===== src/verilog/chop_drive_pkg.sv =====
// Constants and types shared by the chop drive block
package chop_drive_pkg;
  // APB register byte offsets
  localparam logic [7:0] OFS_MODE    = 8'h00;
  localparam logic [7:0] OFS_CHOP    = 8'h04;
  localparam logic [7:0] OFS_STATUS  = 8'h08;
  // MODE register fields
  localparam int MODE_LOWER_BIT      = 0;
  localparam int MODE_UPPER_BIT      = 1;
  localparam int MODE_DIGSEL_BIT     = 2;
  localparam int MODE_ALT_BIT        = 3;
  localparam int MODE_CHOP_BIT       = 4;
  localparam logic [4:0] MODE_RESET  = 5'h00;
  // Default chop half period in core cycles
  localparam logic [15:0] HALF_PERIOD_RESET = 16'h0100;
  // Dead interval: one master clock cycle
  localparam int DEAD_NS             = 50;
  localparam int CLK_PERIOD_NS       = 50;
  localparam int DEAD_CYCLES_I       = (DEAD_NS + CLK_PERIOD_NS - 1) / CLK_PERIOD_NS;
  localparam logic [3:0] DEAD_CYCLES = DEAD_CYCLES_I[3:0];
  typedef enum logic [1:0] {PH_NORMAL, PH_DEAD_TO_REV, PH_REVERSED, PH_DEAD_TO_NORM} phase_t;
endpackage


===== src/verilog/chop_ctrl_if.sv =====
// Interface between register file and phase sequencer
`timescale 1ns/1ps
interface chop_ctrl_if;
  logic        run;
  logic [15:0] half_period;
  logic        phase;
  logic        phase_n;
  logic [1:0]  state;
  modport ctrl (output run, output half_period, input phase, input phase_n, input state);
  modport seq  (input run, input half_period, output phase, output phase_n, output state);
endinterface


===== src/verilog/chop_phase_seq.sv =====
// Non-overlapping excitation phase sequencer
`timescale 1ns/1ps
module chop_phase_seq (
  input  wire logic  i_core_clk,
  input  wire logic  i_rst_n,
  input  wire logic  i_clk_en,
  chop_ctrl_if.seq   ctl
);
  chop_drive_pkg::phase_t state_ff;
  chop_drive_pkg::phase_t nxt_state;
  logic [15:0]            cnt_ff;
  logic [15:0]            nxt_cnt;
  logic                   phase_ff;
  logic                   nxt_phase;
  logic                   phase_n_ff;
  logic                   nxt_phase_n;

  ////////////////////////////////////////////////////////////////////
  always_comb begin
    nxt_state   = state_ff;
    nxt_cnt     = cnt_ff + 16'h0001;
    nxt_phase   = phase_ff;
    nxt_phase_n = phase_n_ff;
    if (!ctl.run) begin
      nxt_state   = chop_drive_pkg::PH_NORMAL;
      nxt_cnt     = 16'h0000;
      nxt_phase   = 1'b1;
      nxt_phase_n = 1'b0;
    end else begin
      unique case (state_ff)
        chop_drive_pkg::PH_NORMAL: begin
          if (cnt_ff + 16'h0001 >= ctl.half_period) begin
            nxt_state = chop_drive_pkg::PH_DEAD_TO_REV;
            nxt_cnt   = 16'h0000;
            nxt_phase = 1'b0;
          end
        end
        chop_drive_pkg::PH_DEAD_TO_REV: begin
          if (cnt_ff[3:0] + 4'h1 >= chop_drive_pkg::DEAD_CYCLES) begin
            nxt_state   = chop_drive_pkg::PH_REVERSED;
            nxt_cnt     = 16'h0000;
            nxt_phase_n = 1'b1;
          end
        end
        chop_drive_pkg::PH_REVERSED: begin
          if (cnt_ff + 16'h0001 >= ctl.half_period) begin
            nxt_state   = chop_drive_pkg::PH_DEAD_TO_NORM;
            nxt_cnt     = 16'h0000;
            nxt_phase_n = 1'b0;
          end
        end
        chop_drive_pkg::PH_DEAD_TO_NORM: begin
          if (cnt_ff[3:0] + 4'h1 >= chop_drive_pkg::DEAD_CYCLES) begin
            nxt_state = chop_drive_pkg::PH_NORMAL;
            nxt_cnt   = 16'h0000;
            nxt_phase = 1'b1;
          end
        end
      endcase
    end
  end

  always_ff @(posedge i_core_clk or negedge i_rst_n) begin
    if (!i_rst_n) begin
      state_ff   <= chop_drive_pkg::PH_NORMAL;
      cnt_ff     <= 16'h0000;
      phase_ff   <= 1'b1;
      phase_n_ff <= 1'b0;
    end else if (i_clk_en) begin
      state_ff   <= nxt_state;
      cnt_ff     <= nxt_cnt;
      phase_ff   <= nxt_phase;
      phase_n_ff <= nxt_phase_n;
    end
  end

  assign ctl.phase   = phase_ff;
  assign ctl.phase_n = phase_n_ff;
  assign ctl.state   = state_ff;

  ////////////////////////////////////////////////////////////////////
  no_overlap_a : assert property (@(posedge i_core_clk) disable iff (!i_rst_n)
    !(phase_ff && phase_n_ff)) else $error("Phase outputs overlap high");
  dead_gap_a : assert property (@(posedge i_core_clk) disable iff (!i_rst_n)
    ($fell(phase_ff) && i_clk_en && ctl.run) |-> !phase_n_ff) else $error("No dead cycle");
endmodule


===== src/verilog/chop_drive.sv =====
// Excitation chop drive and shared digital output pins with APB registers
`timescale 1ns/1ps
// Behaviour
// - Select bit chooses analog or digital pins
// - Positive pin follows upper output bit
// - Negative pin follows lower output bit
// - Phase high normal, low reversed
// - Phase held high unless both modes set
// - Inverted phase is complement of phase except in dead cycles
// - Inverted phase held low when idle
// - One cycle both low at toggles; none when chopping stops in the reversed phase
// - Reset returns all bits to power-on
module chop_drive (
  input  wire logic        i_core_clk,
  input  wire logic        i_rst_n,
  input  wire logic        i_clk_en,
  input  wire logic        i_psel,
  input  wire logic        i_penable,
  input  wire logic        i_pwrite,
  input  wire logic [7:0]  i_paddr,
  input  wire logic [31:0] i_pwdata,
  input  wire logic [3:0]  i_pstrb,
  output logic      [31:0] o_prdata,
  output logic             o_pready,
  output logic             o_pslverr,
  output logic             o_excitation_phase,
  output logic             o_excitation_phase_n,
  output logic             o_secondary_positive_pin,
  output logic             o_secondary_negative_pin,
  output logic             o_secondary_positive_pin_oe_n,
  output logic             o_secondary_negative_pin_oe_n
);
  logic [4:0]  mode_ff;
  logic [4:0]  nxt_mode;
  logic [15:0] half_ff;
  logic [15:0] nxt_half;
  logic [31:0] prdata_ff;
  logic [31:0] nxt_prdata;
  logic        pready_ff;
  logic        nxt_pready;
  logic        pslverr_ff;
  logic        nxt_pslverr;
  logic [3:0]  pins_ff;
  logic [3:0]  nxt_pins;
  logic [1:0]  exc_ff;
  logic [1:0]  nxt_exc;
  logic        setup;
  logic        access_ok;
  logic        mapped;
  logic        upper_output_bit;
  logic        lower_output_bit;
  logic        digital_pin_select;
  chop_ctrl_if ctl ();

  assign upper_output_bit   = mode_ff[chop_drive_pkg::MODE_UPPER_BIT];
  assign lower_output_bit   = mode_ff[chop_drive_pkg::MODE_LOWER_BIT];
  assign digital_pin_select = mode_ff[chop_drive_pkg::MODE_DIGSEL_BIT];
  // Both mode bits must be set before the sequencer may toggle
  assign ctl.run = mode_ff[chop_drive_pkg::MODE_ALT_BIT]
                 & mode_ff[chop_drive_pkg::MODE_CHOP_BIT];
  // Zero half period is clamped to one; both give one-cycle phases
  assign ctl.half_period = (half_ff == 16'h0000) ? 16'h0001 : half_ff;

  chop_phase_seq u_seq (
    .i_core_clk (i_core_clk),
    .i_rst_n    (i_rst_n),
    .i_clk_en   (i_clk_en),
    .ctl        (ctl)
  );

  ////////////////////////////////////////////////////////////////////
  // APB slave: one wait-free access phase, answer registered
  assign setup  = i_psel & ~i_penable;
  // Writes land only at the edge where the master samples pready high
  assign access_ok = i_psel & i_penable & pready_ff;
  assign mapped = (i_paddr == chop_drive_pkg::OFS_MODE)
               || (i_paddr == chop_drive_pkg::OFS_CHOP)
               || (i_paddr == chop_drive_pkg::OFS_STATUS);

  always_comb begin
    nxt_mode    = mode_ff;
    nxt_half    = half_ff;
    nxt_prdata  = prdata_ff;
    nxt_pready  = 1'b0;
    nxt_pslverr = 1'b0;
    if (access_ok && i_pwrite) begin
      if (i_paddr == chop_drive_pkg::OFS_MODE && i_pstrb[0]) begin
        nxt_mode = i_pwdata[4:0];
      end
      if (i_paddr == chop_drive_pkg::OFS_CHOP) begin
        if (i_pstrb[0]) begin
          nxt_half[7:0] = i_pwdata[7:0];
        end
        if (i_pstrb[1]) begin
          nxt_half[15:8] = i_pwdata[15:8];
        end
      end
    end
    if (setup) begin
      nxt_pready  = 1'b1;
      nxt_pslverr = ~mapped;
      nxt_prdata  = 32'h0000_0000;
      if (!i_pwrite) begin
        unique case (i_paddr)
          chop_drive_pkg::OFS_MODE:   nxt_prdata = {27'h0000000, mode_ff};
          chop_drive_pkg::OFS_CHOP:   nxt_prdata = {16'h0000, half_ff};
          chop_drive_pkg::OFS_STATUS: nxt_prdata = {28'h0000000, ctl.state,
                                                    ctl.phase_n, ctl.phase};
          default:                    nxt_prdata = 32'h0000_0000;
        endcase
      end
    end
  end

  always_ff @(posedge i_core_clk or negedge i_rst_n) begin
    if (!i_rst_n) begin
      mode_ff    <= chop_drive_pkg::MODE_RESET;
      half_ff    <= chop_drive_pkg::HALF_PERIOD_RESET;
      prdata_ff  <= 32'h0000_0000;
      pready_ff  <= 1'b0;
      pslverr_ff <= 1'b0;
    end else if (i_clk_en) begin
      mode_ff    <= nxt_mode;
      half_ff    <= nxt_half;
      prdata_ff  <= nxt_prdata;
      pready_ff  <= nxt_pready;
      pslverr_ff <= nxt_pslverr;
    end
  end

  ////////////////////////////////////////////////////////////////////
  // Pin drivers, all registered
  always_comb begin
    nxt_exc  = {ctl.phase_n, ctl.phase};
    nxt_pins[0] = digital_pin_select & upper_output_bit;
    nxt_pins[1] = digital_pin_select & lower_output_bit;
    // Enables low while driving; released in analog mode
    nxt_pins[2] = ~digital_pin_select;
    nxt_pins[3] = ~digital_pin_select;
  end

  always_ff @(posedge i_core_clk or negedge i_rst_n) begin
    if (!i_rst_n) begin
      exc_ff  <= 2'h1;
      pins_ff <= 4'hC;
    end else if (i_clk_en) begin
      exc_ff  <= nxt_exc;
      pins_ff <= nxt_pins;
    end
  end

  assign o_excitation_phase            = exc_ff[0];
  assign o_excitation_phase_n          = exc_ff[1];
  assign o_secondary_positive_pin      = pins_ff[0];
  assign o_secondary_negative_pin      = pins_ff[1];
  assign o_secondary_positive_pin_oe_n = pins_ff[2];
  assign o_secondary_negative_pin_oe_n = pins_ff[3];
  assign o_prdata                      = prdata_ff;
  assign o_pready                      = pready_ff;
  assign o_pslverr                     = pslverr_ff;

  ////////////////////////////////////////////////////////////////////
  idle_high_a : assert property (@(posedge i_core_clk) disable iff (!i_rst_n)
    (!ctl.run && i_clk_en) ##1 (!ctl.run && i_clk_en) |=> o_excitation_phase)
    else $error("Phase not high when idle");
  idle_low_a : assert property (@(posedge i_core_clk) disable iff (!i_rst_n)
    (!ctl.run && i_clk_en) ##1 (!ctl.run && i_clk_en) |=> !o_excitation_phase_n)
    else $error("Inverted phase not low when idle");
  pins_never_both_a : assert property (@(posedge i_core_clk) disable iff (!i_rst_n)
    !(o_excitation_phase && o_excitation_phase_n)) else $error("Pins overlap");
  upper_pin_a : assert property (@(posedge i_core_clk) disable iff (!i_rst_n)
    (i_clk_en && digital_pin_select) |=> o_secondary_positive_pin == $past(upper_output_bit))
    else $error("Positive pin wrong");
  lower_pin_a : assert property (@(posedge i_core_clk) disable iff (!i_rst_n)
    (i_clk_en && digital_pin_select) |=> o_secondary_negative_pin == $past(lower_output_bit))
    else $error("Negative pin wrong");
  pin_select_a : assert property (@(posedge i_core_clk) disable iff (!i_rst_n)
    i_clk_en |=> o_secondary_positive_pin_oe_n == !$past(digital_pin_select))
    else $error("Pin enable wrong");
  apb_answer_a : assert property (@(posedge i_core_clk) disable iff (!i_rst_n)
    (setup && i_clk_en) |=> o_pready) else $error("APB not answered");
endmodule


===== config.mk =====
export PLATFORM = sky130hd
export DESIGN_NAME = chop_drive
export DESIGN_NICKNAME = d
export VERILOG_FILES = /design/src/verilog/chop_drive_pkg.sv /design/src/verilog/chop_ctrl_if.sv /design/src/verilog/chop_phase_seq.sv /design/src/verilog/chop_drive.sv
export SDC_FILE = /design/constraint.sdc
export NUM_CORES = 1
export LEC_CHECK = 0
export BUFFER_PORTS_ARGS = -buffer_cell sky130_fd_sc_hd__buf_4
export CORE_AREA = 4 4 93 95
export DETAILED_ROUTE_END_ITERATION = 12
export DIE_AREA = 0 0 97 99
export PLACE_DENSITY = 0.76
export SYNTH_ARGS = -nofsm -noshare
export SYNTH_HDL_FRONTEND = slang
export SYNTH_SLANG_ARGS = --single-unit
export TNS_END_PERCENT = 10

===== constraint.sdc =====
create_clock -name i_core_clk -period 3.35 [get_ports i_core_clk]
set_input_delay 0.67 -clock i_core_clk [delete_from_list [all_inputs] [get_ports i_core_clk]]
set_output_delay 0.67 -clock i_core_clk [all_outputs]
set_load 0.03 [all_outputs]

==> reports/metrics.sh, run 1 <==
INITIAL_UTILIZATION_PCT=48.85
ROUTE.DETAILED.VIAS_PER_INST=5.516
POST_SYNTH.CELL_AREA_AVG_UM2=10.12
PIN_COUNT_OF_THE_BIGGEST_NET_ENTERING_GLOBAL_ROUTING=65
SETUP_REPAIR_AFTER_GLOBAL_ROUTING_MISSED_ITS_MARGIN='true'
SYNTH_SEQ_AREA_SHARE_PCT=42.56
CRIT_PATH_MAX_FANOUT=6
SYNTH_MUX_AREA_SHARE_PCT=8.452
MAX_CLOCK_FREQ_MHz=307.4
MAX-SLEW-MARGIN-REL_PCT=46.16
DRT-INITIAL-DRC-COUNT=112
DIEAREA_UM2=9603
FP.COREAREA_UM2=7727
DETAIL_ROUTE.FIRST_PASS.ITERATIONS=4
CLOCK_BUFFER_DEPTH=2
DIE_W_UM=97
SYNTHFLOPTYPE='sky130_fd_sc_hd__dfrtp_1'
CP_DATA_ARRIVAL_TIME_NS=3.51
NETLIST.AREA_LEADER.SHARE_PCT=39.77
ROW_COUNT=32
CTSHTREEMAXLEVEL=3
CRITICAL_PATH_REQUIRED_NS=3.61
SYNTH_COMPOUND_GATE_AREA_SHARE_PCT=16.01
CLOCK_SKEW_NS=0.007227
VIAS=3034
AREA_OF_COMBINATIONAL_CELLS_WITH_MULTIPLE_INPUTS_UM2=1968
FINALNETCOUNT=516
LARGEST_FAMILY_OF_LOGIC_CELLS_BY_SYNTHESIZED_AREA='compound AO/OA/AOI/OAI gates'
PRECTSSETUPSLACK_NS=-0.02183
REMAINING_DRC_ERRORS=0
MET3_USAGE_PCT=4.317
YOSYSWARNINGCOUNT=0
POWER.DENSITY_CELL_AREA_nW_PER_UM2=334.8
HOLD_VIOLATIONS=0
PLACE.GP.CONGESTION=0.8224
SLEW_VIOL_FINAL=0
SYNTHTOLAYOUTAREAGROWTH_PCT=20.78
NFILLCELLS=647
LATER_PIN_CLOCK_LATENCY_IN_THE_SKEW_REPORT_NS=0.34
SETUP_TNS_NS=0
ANTENNA_VIOLATIONS_BEFORE_REPAIR=0
DRIVE_ABOVE_1_SHARE_PCT=29.91
FIN_TOTAL_PWR_W=0.001527
GR-TOTAL-OVERFLOW=0
NUMBER_OF_GLOBAL_ROUTE_VIAS_BEFORE_REPAIR=3148
GLOBALROUTE.BUSIESTLAYER='met2'
YOSYS-TOP-CELLS-COUNT='sky130_fd_sc_hd__dfrtp_1 (60), sky130_fd_sc_hd__inv_1 (30), sky130_fd_sc_hd__nand2_1 (27)'
CTS_CLK_PIN_SLEW_WORST_PATHS_NS=0.07
SEQ_POWER_SHARE_PCT=51.0
DIE_HEIGHT_UM=99
REG_AREA_UM2=1608
MAX-CAP-VIOLATIONS=0
BOUNDARY_PINS=90
SYNTH-EDFF-COUNT=0
CTS_INSERTED_BUFFERS=9
FINAL_ANTENNA_VIOLATING_NET_COUNT=0
SETUP_SLACK_NS=0.09725
RUN_STATUS='complete, no violations'
SYNTHADDERAREAFRAC_PCT=7.623
DPL.HPWL_MM=6.396
POST_SYNTH_INSTANCE_AREA_UM2=3775
CLOCK-ROOT-BUFFER='sky130_fd_sc_hd__clkbuf_8'
FINALCRITPERIODSHARE_PCT=97.10
POWER.INTERNAL_W=0.001151
TIMING.HOLD.WORST.CLASS='in2async'
GRTUSAGEMET1_PCT=22.39
TRACK_USAGE_PCT=18.46
WIRE_PER_INST_UM=15.56
PLACEMENT.IO_BUFFERS=55
YOSYS_REGISTER_BITS=64
POST_SYN_INSTANCES=373
WORSTREGTOREGCELLS=13
PWR-SHARE-COMB_PCT=7.1
POWER.IR.VDD_WORST_mV=0.2815
HOLDBUFCOUNTCTS=0
ENDPOINT_KIND='register'
CELL_TYPE_WITH_THE_LARGEST_TOTAL_AREA_AFTER_SYNTHESIS='sky130_fd_sc_hd__dfrtp_1'
GRT_PASS1_WL_MM=14.45
YOSYSUNIQUECELLTYPES=53
SWITCHING_FRACTION_OF_TOTAL_POWER_PCT=24.58
CTS_TREE='yes'
POWER.CLOCK.FRACTION_PCT=41.9
WORST-SETUP-PATH-TYPE='reg2reg'
TIGHTESTPINTRANSITION_NS=0.8077
REPORT.FINAL.SETUP_VIOL=0
WORST_HOLD_SLACK_NS=0.4134
LAYOUT_MIN_CYCLE_TIME_NS=3.253
GROUTE.LAYER.MET2.USAGE_PCT=32.70
SYNTH_SIMPLE_GATE_AREA_SHARE_PCT=15.01
P_SW_W=0.0003753
DIODES=0
CTS_SINKS=64
SYNTH_TOP_CELLS_BY_AREA='sky130_fd_sc_hd__dfrtp_1 (40%), sky130_fd_sc_hd__ha_1 (7.6%), sky130_fd_sc_hd__mux2_2 (6.9%)'
WORSTSETUPSTARTPOINTTYPE='register'
POWER.LEAKAGE_nW=2.236
YS_ASYNC_SR_FRACTION_PCT=100.0
YOSYSMOSTFREQUENTCELL='sky130_fd_sc_hd__dfrtp_1'
POSTROUTEWIRELENGTH_MM=8.556
SYNTHXORXNORAREAFRAC_PCT=2.519
through the flow:
stage | utilization, % | instance area, um^2 | instances
after CTS | 57.85 | 4471 | 543
final | 59.00 | 4559 | 550
after floorplan | - | 3831 | 388
after detailed placement | 55.42 | 4283 | 527
after global placement | 55.42 | 4283 | 527
after global routing | 59.00 | 4559 | 550
layer usage:
metal  vias up  wire length (um)
li1       1451                 -
met1      1506              3680
met2        64              4421
met3        13               338
met4         0               116
met5         -                 0
critical path, cell delays in order (launching register included):
cell                        delay, ns
sky130_fd_sc_hd__dfrtp_1         0.36
sky130_fd_sc_hd__and3_4          0.19
sky130_fd_sc_hd__and3_4          0.20
sky130_fd_sc_hd__nand3_4         0.10
sky130_fd_sc_hd__or4_4           0.58
sky130_fd_sc_hd__xnor2_4         0.18
sky130_fd_sc_hd__ha_4            0.27
sky130_fd_sc_hd__nand4_1         0.11
sky130_fd_sc_hd__nor3_2          0.26
sky130_fd_sc_hd__o311a_1         0.25
sky130_fd_sc_hd__a2111oi_4       0.07
sky130_fd_sc_hd__buf_4           0.19
sky130_fd_sc_hd__nor4b_1         0.35
sky130_fd_sc_hd__a21oi_2         0.06
kinds of logic (layout without fill, tap and decap cells):
family	Yosys count	in the layout
xor gates and xnor gates	10	10
adders and majority gates	23	23
and+or+nand+nor	107	107
buffers and inverters	60	120
muxes	29	29
AOI/OAI and AO/OA	79	79
DFF	64	64
other	1	16
final timing paths:
path,from,end,slack [ns]
max in group asynchronous,i_rst_n,u_seq.cnt_ff[1]$_DFFE_PN0P_,2.38
max,u_seq.cnt_ff[4]$_DFFE_PN0P_,u_seq.ctl.phase$_DFFE_PN1P_,0.1
min in group i_core_clk,u_seq.ctl.phase$_DFFE_PN1P_,u_seq.ctl.phase$_DFFE_PN1P_,0.50
min reg2reg,u_seq.ctl.phase$_DFFE_PN1P_,u_seq.ctl.phase$_DFFE_PN1P_,0.50
max reg2reg,u_seq.cnt_ff[4]$_DFFE_PN0P_,u_seq.ctl.phase$_DFFE_PN1P_,0.1
min,i_rst_n,u_seq.cnt_ff[12]$_DFFE_PN0P_,0.41
cells in the final DEF (no fill, tap or decap), drive strengths merged, types with 12 or more instances in the layout:
master / instances
inv: 30
a22o: 25
nor2: 18
buf: 74
ha: 23
conb: 16
mux2: 23
a21oi: 12
nand3: 13
o21ai: 13
nand2: 27
dfrtp: 60
area by class of cell:
cell class | count | area share (%)
multi-input combinational | 264 | 43.17
sequential | 64 | 35.26
timing repair buffer | 74 | 12.18
clock buffer | 10 | 2.799
tap | 102 | 2.799
inverter | 30 | 2.470
clock inverter | 6 | 1.317
registers in the layout (all words and copies together) (netlist names):
name	flops
exc_ff	2
half_ff	16
mode_ff	5
o_prdata	16
o_pready	1
o_pslverr	1
pins_ff	3
u_seq.cnt_ff	16
u_seq.ctl.phase	1
u_seq.ctl.phase_n	1
u_seq.ctl.state	2
power groups by stage:
| stage | combinational, W | clock (W) | sequential (W) |
|---|---|---|---|
| after floorplan | 0.0000612 | 0 | 0.000799 |
| after global placement | 0.000107 | 0 | 0.000794 |
| after detailed placement | 0.000108 | 0 | 0.000794 |
| after CTS | 0.000109 | 0.000654 | 0.000779 |
| after global routing | 0.000119 | 0.000694 | 0.000779 |
| final | 0.000108 | 0.000639 | 0.000779 |
timing repair:
| action | 4_1_cts | 5_1_grt |
|---|---|---|
| pin swaps | 1 | 12 |
| endpoints found under the setup margin | 3 | 14 |
| resized for setup | 0 | 6 |
| buffers inserted | 0 | 7 |
Power figures use the tool's default switching activity.
==> run 2: changes to the inputs <==
--- a/config.mk
+++ b/config.mk
@@ -10,6 +10,7 @@
 export DETAILED_ROUTE_END_ITERATION = 12
 export DIE_AREA = 0 0 97 99
 export PLACE_DENSITY = 0.76
+export SETUP_SLACK_MARGIN = 0.15
 export SYNTH_ARGS = -nofsm -noshare
 export SYNTH_HDL_FRONTEND = slang
 export SYNTH_SLANG_ARGS = --single-unit
==> run 2 against run 1 <==
Against the previous run: final cell count rose by 2.2%; via count rose by 2.0%; sequential power barely moved; critical endpoint is now u_seq.ctl.state[0]$_DFFE_PN0P_; largest power group unchanged.
==> reports/metrics.sh, run 2 (synthesis gave the netlist of run 1 again) <==
DETAIL_ROUTE.FIRST_PASS.ITERATIONS=4  # unchanged
CTS_SINKS=64  # unchanged
REG_AREA_UM2=1607  # about the same
FP.COREAREA_UM2=7727  # unchanged
MOSTFREQUENTLAYOUTCELLS='sky130_fd_sc_hd__buf_4 (85), sky130_fd_sc_hd__dfrtp_1 (60), sky130_fd_sc_hd__inv_1 (30)'
TIMING.HOLD.WORST.CLASS='in2async'
PIN_COUNT_OF_THE_BIGGEST_NET_ENTERING_GLOBAL_ROUTING=65  # unchanged
SLEW_VIOL_FINAL=0  # unchanged
SETUP_TNS_NS=0  # unchanged
POWER.IR.VDD_WORST_mV=0.2113  # -25%
FINISHED_LAYOUT_CELL_AREA_UM2=4691  # +2.9%
VIAS=3095  # +2.0%
POWER.DENSITY_CELL_AREA_nW_PER_UM2=332.6  # -0.65%
CLOCK_BUFFER_DEPTH=2  # unchanged
PLACEMENT.IO_BUFFERS=55  # unchanged
MAX-SLEW-MARGIN-REL_PCT=46.27  # +0.12 points
FINAL_ANTENNA_VIOLATING_NET_COUNT=0  # unchanged
REMAINING_DRC_ERRORS=0  # unchanged
CP_DATA_ARRIVAL_TIME_NS=3.50  # about the same
DRT-INITIAL-DRC-COUNT=175  # +56%
CTSHTREEMAXLEVEL=3  # unchanged
WIRE_PER_INST_UM=16.01  # +2.9%
WORSTSETUPSTARTPOINTTYPE='register'
SETUP_SLACK_NS=0.07374  # -0.02351 ns
PLACE.GP.CONGESTION=0.8264  # +0.49%
FINALNETCOUNT=528  # +2.3%
CLOCK_SKEW_NS=0.007532  # +0.0003045 ns
PRECTSSETUPSLACK_NS=0.006061  # +0.02789 ns
PLACED_CELL_AREA_UM2=4323  # +0.93%
FINALCRITPERIODSHARE_PCT=97.80  # +0.70 points
INITIAL_UTILIZATION_PCT=48.85  # unchanged
ENDPOINT_KIND='register'
CTS_INSERTED_BUFFERS=9  # unchanged
GR-TOTAL-OVERFLOW=0  # unchanged
WORST-SETUP-PATH-TYPE='reg2reg'
REPORT.FINAL.SETUP_VIOL=0  # unchanged
ANTENNA_VIOLATIONS_BEFORE_REPAIR=0  # unchanged
POSTROUTEWIRELENGTH_MM=8.996  # +5.1%
TRACK_USAGE_PCT=18.79  # +0.33 points
DIEAREA_UM2=9603  # unchanged
RUN_STATUS='complete, no violations'
CTS_TREE='yes'
GRT_PASS1_WL_MM=14.87  # +2.9%
AREA_OF_COMBINATIONAL_CELLS_WITH_MULTIPLE_INPUTS_UM2=1997  # +1.5%
LAYOUT.CORE_UTILIZATION_PCT=60.70  # +1.7 points
CTS_CLK_PIN_SLEW_WORST_PATHS_NS=0.07  # about the same
MAX_CLOCK_FREQ_MHz=305.2  # -0.72%
DRIVE_ABOVE_1_SHARE_PCT=32.83  # +2.9 points
MOST_FREQUENT_STANDARD_CELL_IN_THE_LAYOUT_EXCLUDING_FILL_AND_TAP_CELLS='sky130_fd_sc_hd__buf_4'
MAX-CAP-VIOLATIONS=0  # unchanged
POWER.LEAKAGE_nW=2.327  # +4.1%
SETUP_REPAIR_AFTER_GLOBAL_ROUTING_MISSED_ITS_MARGIN='true'
NFILLCELLS=644  # -0.46%
DPL.HPWL_MM=6.448  # +0.81%
ROUTE.DETAILED.VIAS_PER_INST=5.507  # -0.17%
TIGHTESTPINTRANSITION_NS=0.8059  # -0.001788 ns
CLOCK-ROOT-BUFFER='sky130_fd_sc_hd__clkbuf_8'
DIODES=0  # unchanged
SYNTHTOLAYOUTAREAGROWTH_PCT=24.26
DIE_HEIGHT_UM=99  # unchanged
LATER_PIN_CLOCK_LATENCY_IN_THE_SKEW_REPORT_NS=0.34  # about the same
LAYOUT_MIN_CYCLE_TIME_NS=3.276  # +0.02351 ns
ROW_COUNT=32  # unchanged
NUMBER_OF_GLOBAL_ROUTE_VIAS_BEFORE_REPAIR=3142  # -0.19%
HOLD_VIOLATIONS=0  # unchanged
HOLDBUFCOUNTCTS=0  # unchanged
DIE_W_UM=97  # unchanged
BOUNDARY_PINS=90  # unchanged
FIN_TOTAL_PWR_W=0.001560  # +2.2%
CRITICAL_PATH_REQUIRED_NS=3.58  # -0.03 ns
CRIT_PATH_MAX_FANOUT=6  # unchanged
-- run 2: final timing paths --
kind | start | endpoint | slack (ns) | depth (start not counted)
setup / recovery | u_seq.cnt_ff[4]$_DFFE_PN0P_ | u_seq.ctl.state[0]$_DFFE_PN0P_ | 0.07 | 14
hold / removal | i_rst_n | u_seq.cnt_ff[12]$_DFFE_PN0P_ | 0.40 | 1
setup reg to reg | u_seq.cnt_ff[4]$_DFFE_PN0P_ | u_seq.ctl.state[0]$_DFFE_PN0P_ | 0.07 | 14
hold reg to reg | u_seq.ctl.phase$_DFFE_PN1P_ | u_seq.ctl.phase$_DFFE_PN1P_ | 0.49 | 2
max in group asynchronous | i_rst_n | u_seq.cnt_ff[5]$_DFFE_PN0P_ | 2.40 | 1
min in group i_core_clk | u_seq.ctl.phase$_DFFE_PN1P_ | u_seq.ctl.phase$_DFFE_PN1P_ | 0.49 | 2
-- run 2: power by group --
group / internal (W) / leakage (nW) / switching (W)
clock: 0.000363 / 0.0993 / 0.000310
sequential: 0.000776 / 0.879 / 0.00000242
combinational: 0.0000354 / 1.35 / 0.0000732
-- run 2: worst max-delay path, cell delays in order (launching register included) --
cell	delay [ns]
sky130_fd_sc_hd__dfrtp_1	0.35
sky130_fd_sc_hd__and3_4	0.18
sky130_fd_sc_hd__buf_4	0.11
sky130_fd_sc_hd__and3_4	0.20
sky130_fd_sc_hd__buf_6	0.11
sky130_fd_sc_hd__nand4_1	0.22
sky130_fd_sc_hd__xnor2_2	0.24
sky130_fd_sc_hd__ha_1	0.33
sky130_fd_sc_hd__nand4_1	0.19
sky130_fd_sc_hd__nor3_4	0.19
sky130_fd_sc_hd__o311a_1	0.25
sky130_fd_sc_hd__a2111oi_4	0.04
sky130_fd_sc_hd__buf_4	0.18
sky130_fd_sc_hd__a221o_1	0.36
sky130_fd_sc_hd__a22o_1	0.21
-- run 2: routing by layer --
metal | global-route usage, % | share of wire (%) | vias to the layer above
li1 | - | - | 1474
met1 | 23.76 | 43 | 1505
met2 | 32.32 | 51 | 99
met3 | 4.105 | 4.3 | 17
met4 | 5.616 | 1.9 | 0
met5 | 0 | 0 | -
-- run 2: cell type report --
class | count | share of cell area, %
clock buffers | 11 | 3.014
clock inverters | 5 | 1.200
inverters | 30 | 2.401
multi-input cells | 264 | 42.57
flip-flops and latches | 64 | 34.25
well taps | 102 | 2.721
repair buffers | 86 | 13.84
-- run 2: metrics by stage --
step / hold WS, ns / instances
after floorplan: 0.3744 / 388
after global placement: 0.4745 / 532
after detailed placement: 0.4926 / 532
after CTS: 0.4482 / 551
after global routing: 0.4967 / 562
final: 0.3984 / 562
-- run 2: what timing repair did --
item                       in CTS  in global routing
pin swaps                       7                 18
gates resized for setup         3                  9
buffers inserted                3                 11
setup endpoints to repair      13                 20
==> run 3: changes to the inputs <==
--- a/config.mk
+++ b/config.mk
@@ -5,10 +5,11 @@
 export SDC_FILE = /design/constraint.sdc
 export NUM_CORES = 1
 export LEC_CHECK = 0
+export ABC_AREA = 1
 export BUFFER_PORTS_ARGS = -buffer_cell sky130_fd_sc_hd__buf_4
-export CORE_AREA = 4 4 93 95
+export CORE_AREA = 4 4 92 94
 export DETAILED_ROUTE_END_ITERATION = 12
-export DIE_AREA = 0 0 97 99
+export DIE_AREA = 0 0 96 98
 export PLACE_DENSITY = 0.76
 export SETUP_SLACK_MARGIN = 0.15
 export SYNTH_ARGS = -nofsm -noshare
==> run 3 against run 2 <==
Against the previous run: clock skew fell by 0.0034 ns; critical endpoint is now u_seq.cnt_ff[0]$_DFFE_PN0P_; die area is 2.0% lower; synthesized area shrank 2.2%; sequential power is 0.6% higher; largest power group is now clock; highest routed layer unchanged; total power is 9.8% higher.
==> reports/metrics.sh, run 3 <==
SETUP_REPAIR_AFTER_GLOBAL_ROUTING_MISSED_ITS_MARGIN='false'
CLOCK-ROOT-BUFFER='sky130_fd_sc_hd__clkbuf_8'
DPL.HPWL_MM=6.065  # -5.9%
MOST_FREQUENT_STANDARD_CELL_IN_THE_LAYOUT_EXCLUDING_FILL_AND_TAP_CELLS='sky130_fd_sc_hd__nand2_1'
SLEW_VIOL_FINAL=0  # unchanged
R2R_START='u_seq.cnt_ff[1]$_DFFE_PN0P_'
MOSTFREQUENTLAYOUTCELLS='sky130_fd_sc_hd__nand2_1 (105), sky130_fd_sc_hd__inv_1 (76), sky130_fd_sc_hd__dfrtp_1 (60)'
DETAIL_ROUTE.FIRST_PASS.ITERATIONS=4  # unchanged
REMAINING_DRC_ERRORS=0  # unchanged
CTS_SINKS=64  # unchanged
VIAS=3073  # -0.71%
POST_SYNTH_INSTANCE_AREA_UM2=3692  # -2.2%
FINALNETCOUNT=584  # +11%
YOSYS-TOP-CELLS-COUNT='sky130_fd_sc_hd__nand2_1 (106), sky130_fd_sc_hd__inv_1 (76), sky130_fd_sc_hd__dfrtp_1 (60)'
DIEAREA_UM2=9408  # -2.0%
FINAL_ANTENNA_VIOLATING_NET_COUNT=0  # unchanged
LATER_PIN_CLOCK_LATENCY_IN_THE_SKEW_REPORT_NS=0.35  # about the same
NUMBER_OF_GLOBAL_ROUTE_VIAS_BEFORE_REPAIR=3012  # -4.1%
CRIT_PATH_MAX_FANOUT=12  # +6
CLOCK_SKEW_NS=0.004139  # -0.003392 ns
ROUTE.DETAILED.VIAS_PER_INST=4.972  # -9.7%
DIE_HEIGHT_UM=98  # -1.0%
SETUP_TNS_NS=0  # unchanged
ROW_COUNT=32  # unchanged
DRIVE_ABOVE_1_SHARE_PCT=19.77  # -13 points
TIMING.HOLD.WORST.CLASS='in2async'
MAX-SLEW-MARGIN-REL_PCT=46.07  # -0.20 points
CTS_INSERTED_BUFFERS=9  # unchanged
MAX_CLOCK_FREQ_MHz=341.3  # +12%
BOUNDARY_PINS=90  # unchanged
LAYOUT_MIN_CYCLE_TIME_NS=2.930  # -0.3465 ns
GRT_PASS1_WL_MM=13.57  # -8.8%
SYNTH-EDFF-COUNT=0  # unchanged
REPORT.FINAL.SETUP_VIOL=0  # unchanged
CELL_TYPE_WITH_THE_LARGEST_TOTAL_AREA_AFTER_SYNTHESIS='sky130_fd_sc_hd__dfrtp_1'
CTSHTREEMAXLEVEL=3  # unchanged
WORST_HOLD_SLACK_NS=0.4043  # +0.005984 ns
PLACED_CELLS=602  # +13%
MAX-CAP-VIOLATIONS=0  # unchanged
SYNTH_SEQ_AREA_SHARE_PCT=43.51  # +0.95 points
FINALCRITPERIODSHARE_PCT=87.46  # -10 points
HOLD_VIOLATIONS=0  # unchanged
INITIAL_UTILIZATION_PCT=48.28  # -0.57 points
ENDPOINT_KIND='register'
CP_DATA_ARRIVAL_TIME_NS=3.20  # -0.30 ns
ANTENNA_VIOLATIONS_BEFORE_REPAIR=0  # unchanged
POST_SYN_INSTANCES=453  # +21%
SYNTH_TOP_CELLS_BY_AREA='sky130_fd_sc_hd__dfrtp_1 (41%), sky130_fd_sc_hd__nand2_1 (11%), sky130_fd_sc_hd__ha_1 (7.8%)'
WORST_R2R_DST='u_seq.cnt_ff[0]$_DFFE_PN0P_'
DIE_W_UM=96  # -1.0%
POWER.LEAKAGE_nW=2.375  # +2.1%
WORSTSETUPSTARTPOINTTYPE='register'
HOLDBUFCOUNTCTS=0  # unchanged
YS_ASYNC_SR_FRACTION_PCT=100.0  # unchanged
FP.COREAREA_UM2=7647  # -1.0%
CLOCK_BUFFER_DEPTH=2  # unchanged
GR-TOTAL-OVERFLOW=0  # unchanged
WORST_R2R_SETUP_SLACK_NS=0.42  # +0.35 ns
DIODES=0  # unchanged
YOSYS_REGISTER_BITS=64  # unchanged
YOSYSMOSTFREQUENTCELL='sky130_fd_sc_hd__nand2_1'
SYNTHTOLAYOUTAREAGROWTH_PCT=19.08
PIN_COUNT_OF_THE_BIGGEST_NET_ENTERING_GLOBAL_ROUTING=65  # unchanged
NETLIST.AREA_LEADER.SHARE_PCT=40.66  # +0.89 points
POWER.IR.VDD_WORST_mV=0.2288  # +8.3%
WORST-SETUP-PATH-TYPE='reg2reg'
WIRE_PER_INST_UM=13.17  # -18%
FIN_TOTAL_PWR_W=0.001714  # +9.8%
DRT-INITIAL-DRC-COUNT=119  # -32%
POST_SYNTH.CELL_AREA_AVG_UM2=8.151  # -19%
YOSYSUNIQUECELLTYPES=33  # -38%
RUN_STATUS='complete, no violations'
POWER.DENSITY_CELL_AREA_nW_PER_UM2=389.7  # +17%
CTS_TREE='yes'
SYNTHFLOPTYPE='sky130_fd_sc_hd__dfrtp_1'
LAYOUT.CORE_UTILIZATION_PCT=57.49  # -3.2 points
LAYOUT.CELLS.NON_FILLER=618  # +10%
WORSTREGTOREGCELLS=15  # +1
TRACK_USAGE_PCT=18.31  # -0.48 points
TIGHTESTPINTRANSITION_NS=0.8089  # +0.003045 ns
PLACEMENT.IO_BUFFERS=55  # unchanged
CTS_CLK_PIN_SLEW_WORST_PATHS_NS=0.07  # about the same
CRITICAL_PATH_REQUIRED_NS=3.62  # +0.04 ns
POSTROUTEWIRELENGTH_MM=8.138  # -9.5%
PLACE.GP.CONGESTION=0.8354  # +1.1%
YOSYSWARNINGCOUNT=0  # unchanged
## run 3: cell count changes after synthesis, sizes merged, moves of 10 or more
| cell | delta |
|---|---|
| nand2 | +79 |
| mux2 | -15 |
| a22o | -23 |
| o22ai | +10 |
| nor2 | +12 |
| inv | +47 |
| o21ai | +29 |
## run 3: final cells by class
class                   instances  area, um^2
inverters                      78       292.8
multi-input cells             301        1698
clock inverters                 7       120.1
clock buffers                   9       123.9
well taps                     102       127.6
repair buffers                 57       427.9
fillers                       701        3251
flip-flops and latches         64        1607
## run 3: worst max path at each step
stage | start | to | slack (ns) | cells after the start
2_1_floorplan | u_seq.cnt_ff[0]$_DFFE_PN0P_ | u_seq.cnt_ff[8]$_DFFE_PN0P_ | 0.76 | 19
3_3_place_gp | u_seq.cnt_ff[1]$_DFFE_PN0P_ | u_seq.cnt_ff[15]$_DFFE_PN0P_ | 0.26 | 15
3_5_place_dp | u_seq.cnt_ff[1]$_DFFE_PN0P_ | u_seq.cnt_ff[0]$_DFFE_PN0P_ | 0.05 | 15
4_1_cts | u_seq.cnt_ff[1]$_DFFE_PN0P_ | u_seq.cnt_ff[15]$_DFFE_PN0P_ | 0.18 | 15
5_1_grt | u_seq.cnt_ff[1]$_DFFE_PN0P_ | u_seq.cnt_ff[0]$_DFFE_PN0P_ | 0.12 | 15
6_report | u_seq.cnt_ff[1]$_DFFE_PN0P_ | u_seq.cnt_ff[0]$_DFFE_PN0P_ | 0.42 | 15
## run 3: repair_timing
item	4_1_cts	5_1_grt
endpoints found under the setup margin	12	16
pin swaps	0	1
gates cloned	0	0
buffers inserted	0	0
gates resized for setup	1	7
## run 3: cells by family (layout without fill, tap and decap cells)
kind of cell    after synthesis  after routing  synth area share (%)
compound gates               71             71                 11.22
xor+xnor                      8              8                 1.898
fa+ha+maj                    23             23                 7.794
buf+inv                     103            151                 12.91
flops                        64             64                 43.51
mux                           8              8                 2.440
other cells                   1             16                0.1016
simple gates                175            175                 20.13
## run 3: where the power goes
| group | leakage [nW] | internal [W] | total [W] | switching, W |
|---|---|---|---|---|
| combinational | 1.39 | 0.0000355 | 0.000113 | 0.0000778 |
| sequential | 0.863 | 0.000780 | 0.000784 | 0.00000397 |
| clock | 0.119 | 0.000495 | 0.000817 | 0.000322 |
## run 3: metal layers
layer	wire [um]	GRT usage (%)	part of all wire (%)	vias to the layer above
met3	558	5.778	6.9	11
li1	-	-	-	1534
met2	4064	30.70	50	98
met4	115	4.923	1.4	0
met1	3400	22.49	42	1430
met5	0	0	0	-
## run 3: critical path, cell delays in order (launching register included)
cell	delay [ns]
sky130_fd_sc_hd__dfrtp_1	0.38
sky130_fd_sc_hd__ha_1	0.20
sky130_fd_sc_hd__nand2_1	0.09
sky130_fd_sc_hd__nor2_1	0.18
sky130_fd_sc_hd__nand3_1	0.18
sky130_fd_sc_hd__nor2_4	0.17
sky130_fd_sc_hd__nand4_1	0.16
sky130_fd_sc_hd__xor2_2	0.20
sky130_fd_sc_hd__ha_1	0.32
sky130_fd_sc_hd__nand2_1	0.06
sky130_fd_sc_hd__o21ai_0	0.11
sky130_fd_sc_hd__nor2_2	0.19
sky130_fd_sc_hd__nand2_1	0.11
sky130_fd_sc_hd__nand2_1	0.16
sky130_fd_sc_hd__nand2_4	0.14
sky130_fd_sc_hd__o21ai_0	0.19
## run 3: per-stage QoR
stage	cell area, um^2	setup slack [ns]
floorplan	3749	0.7561
global placement	4120	0.2634
detailed placement	4120	0.05318
CTS	4367	0.1794
global route	4397	0.1174
finish	4397	0.4202
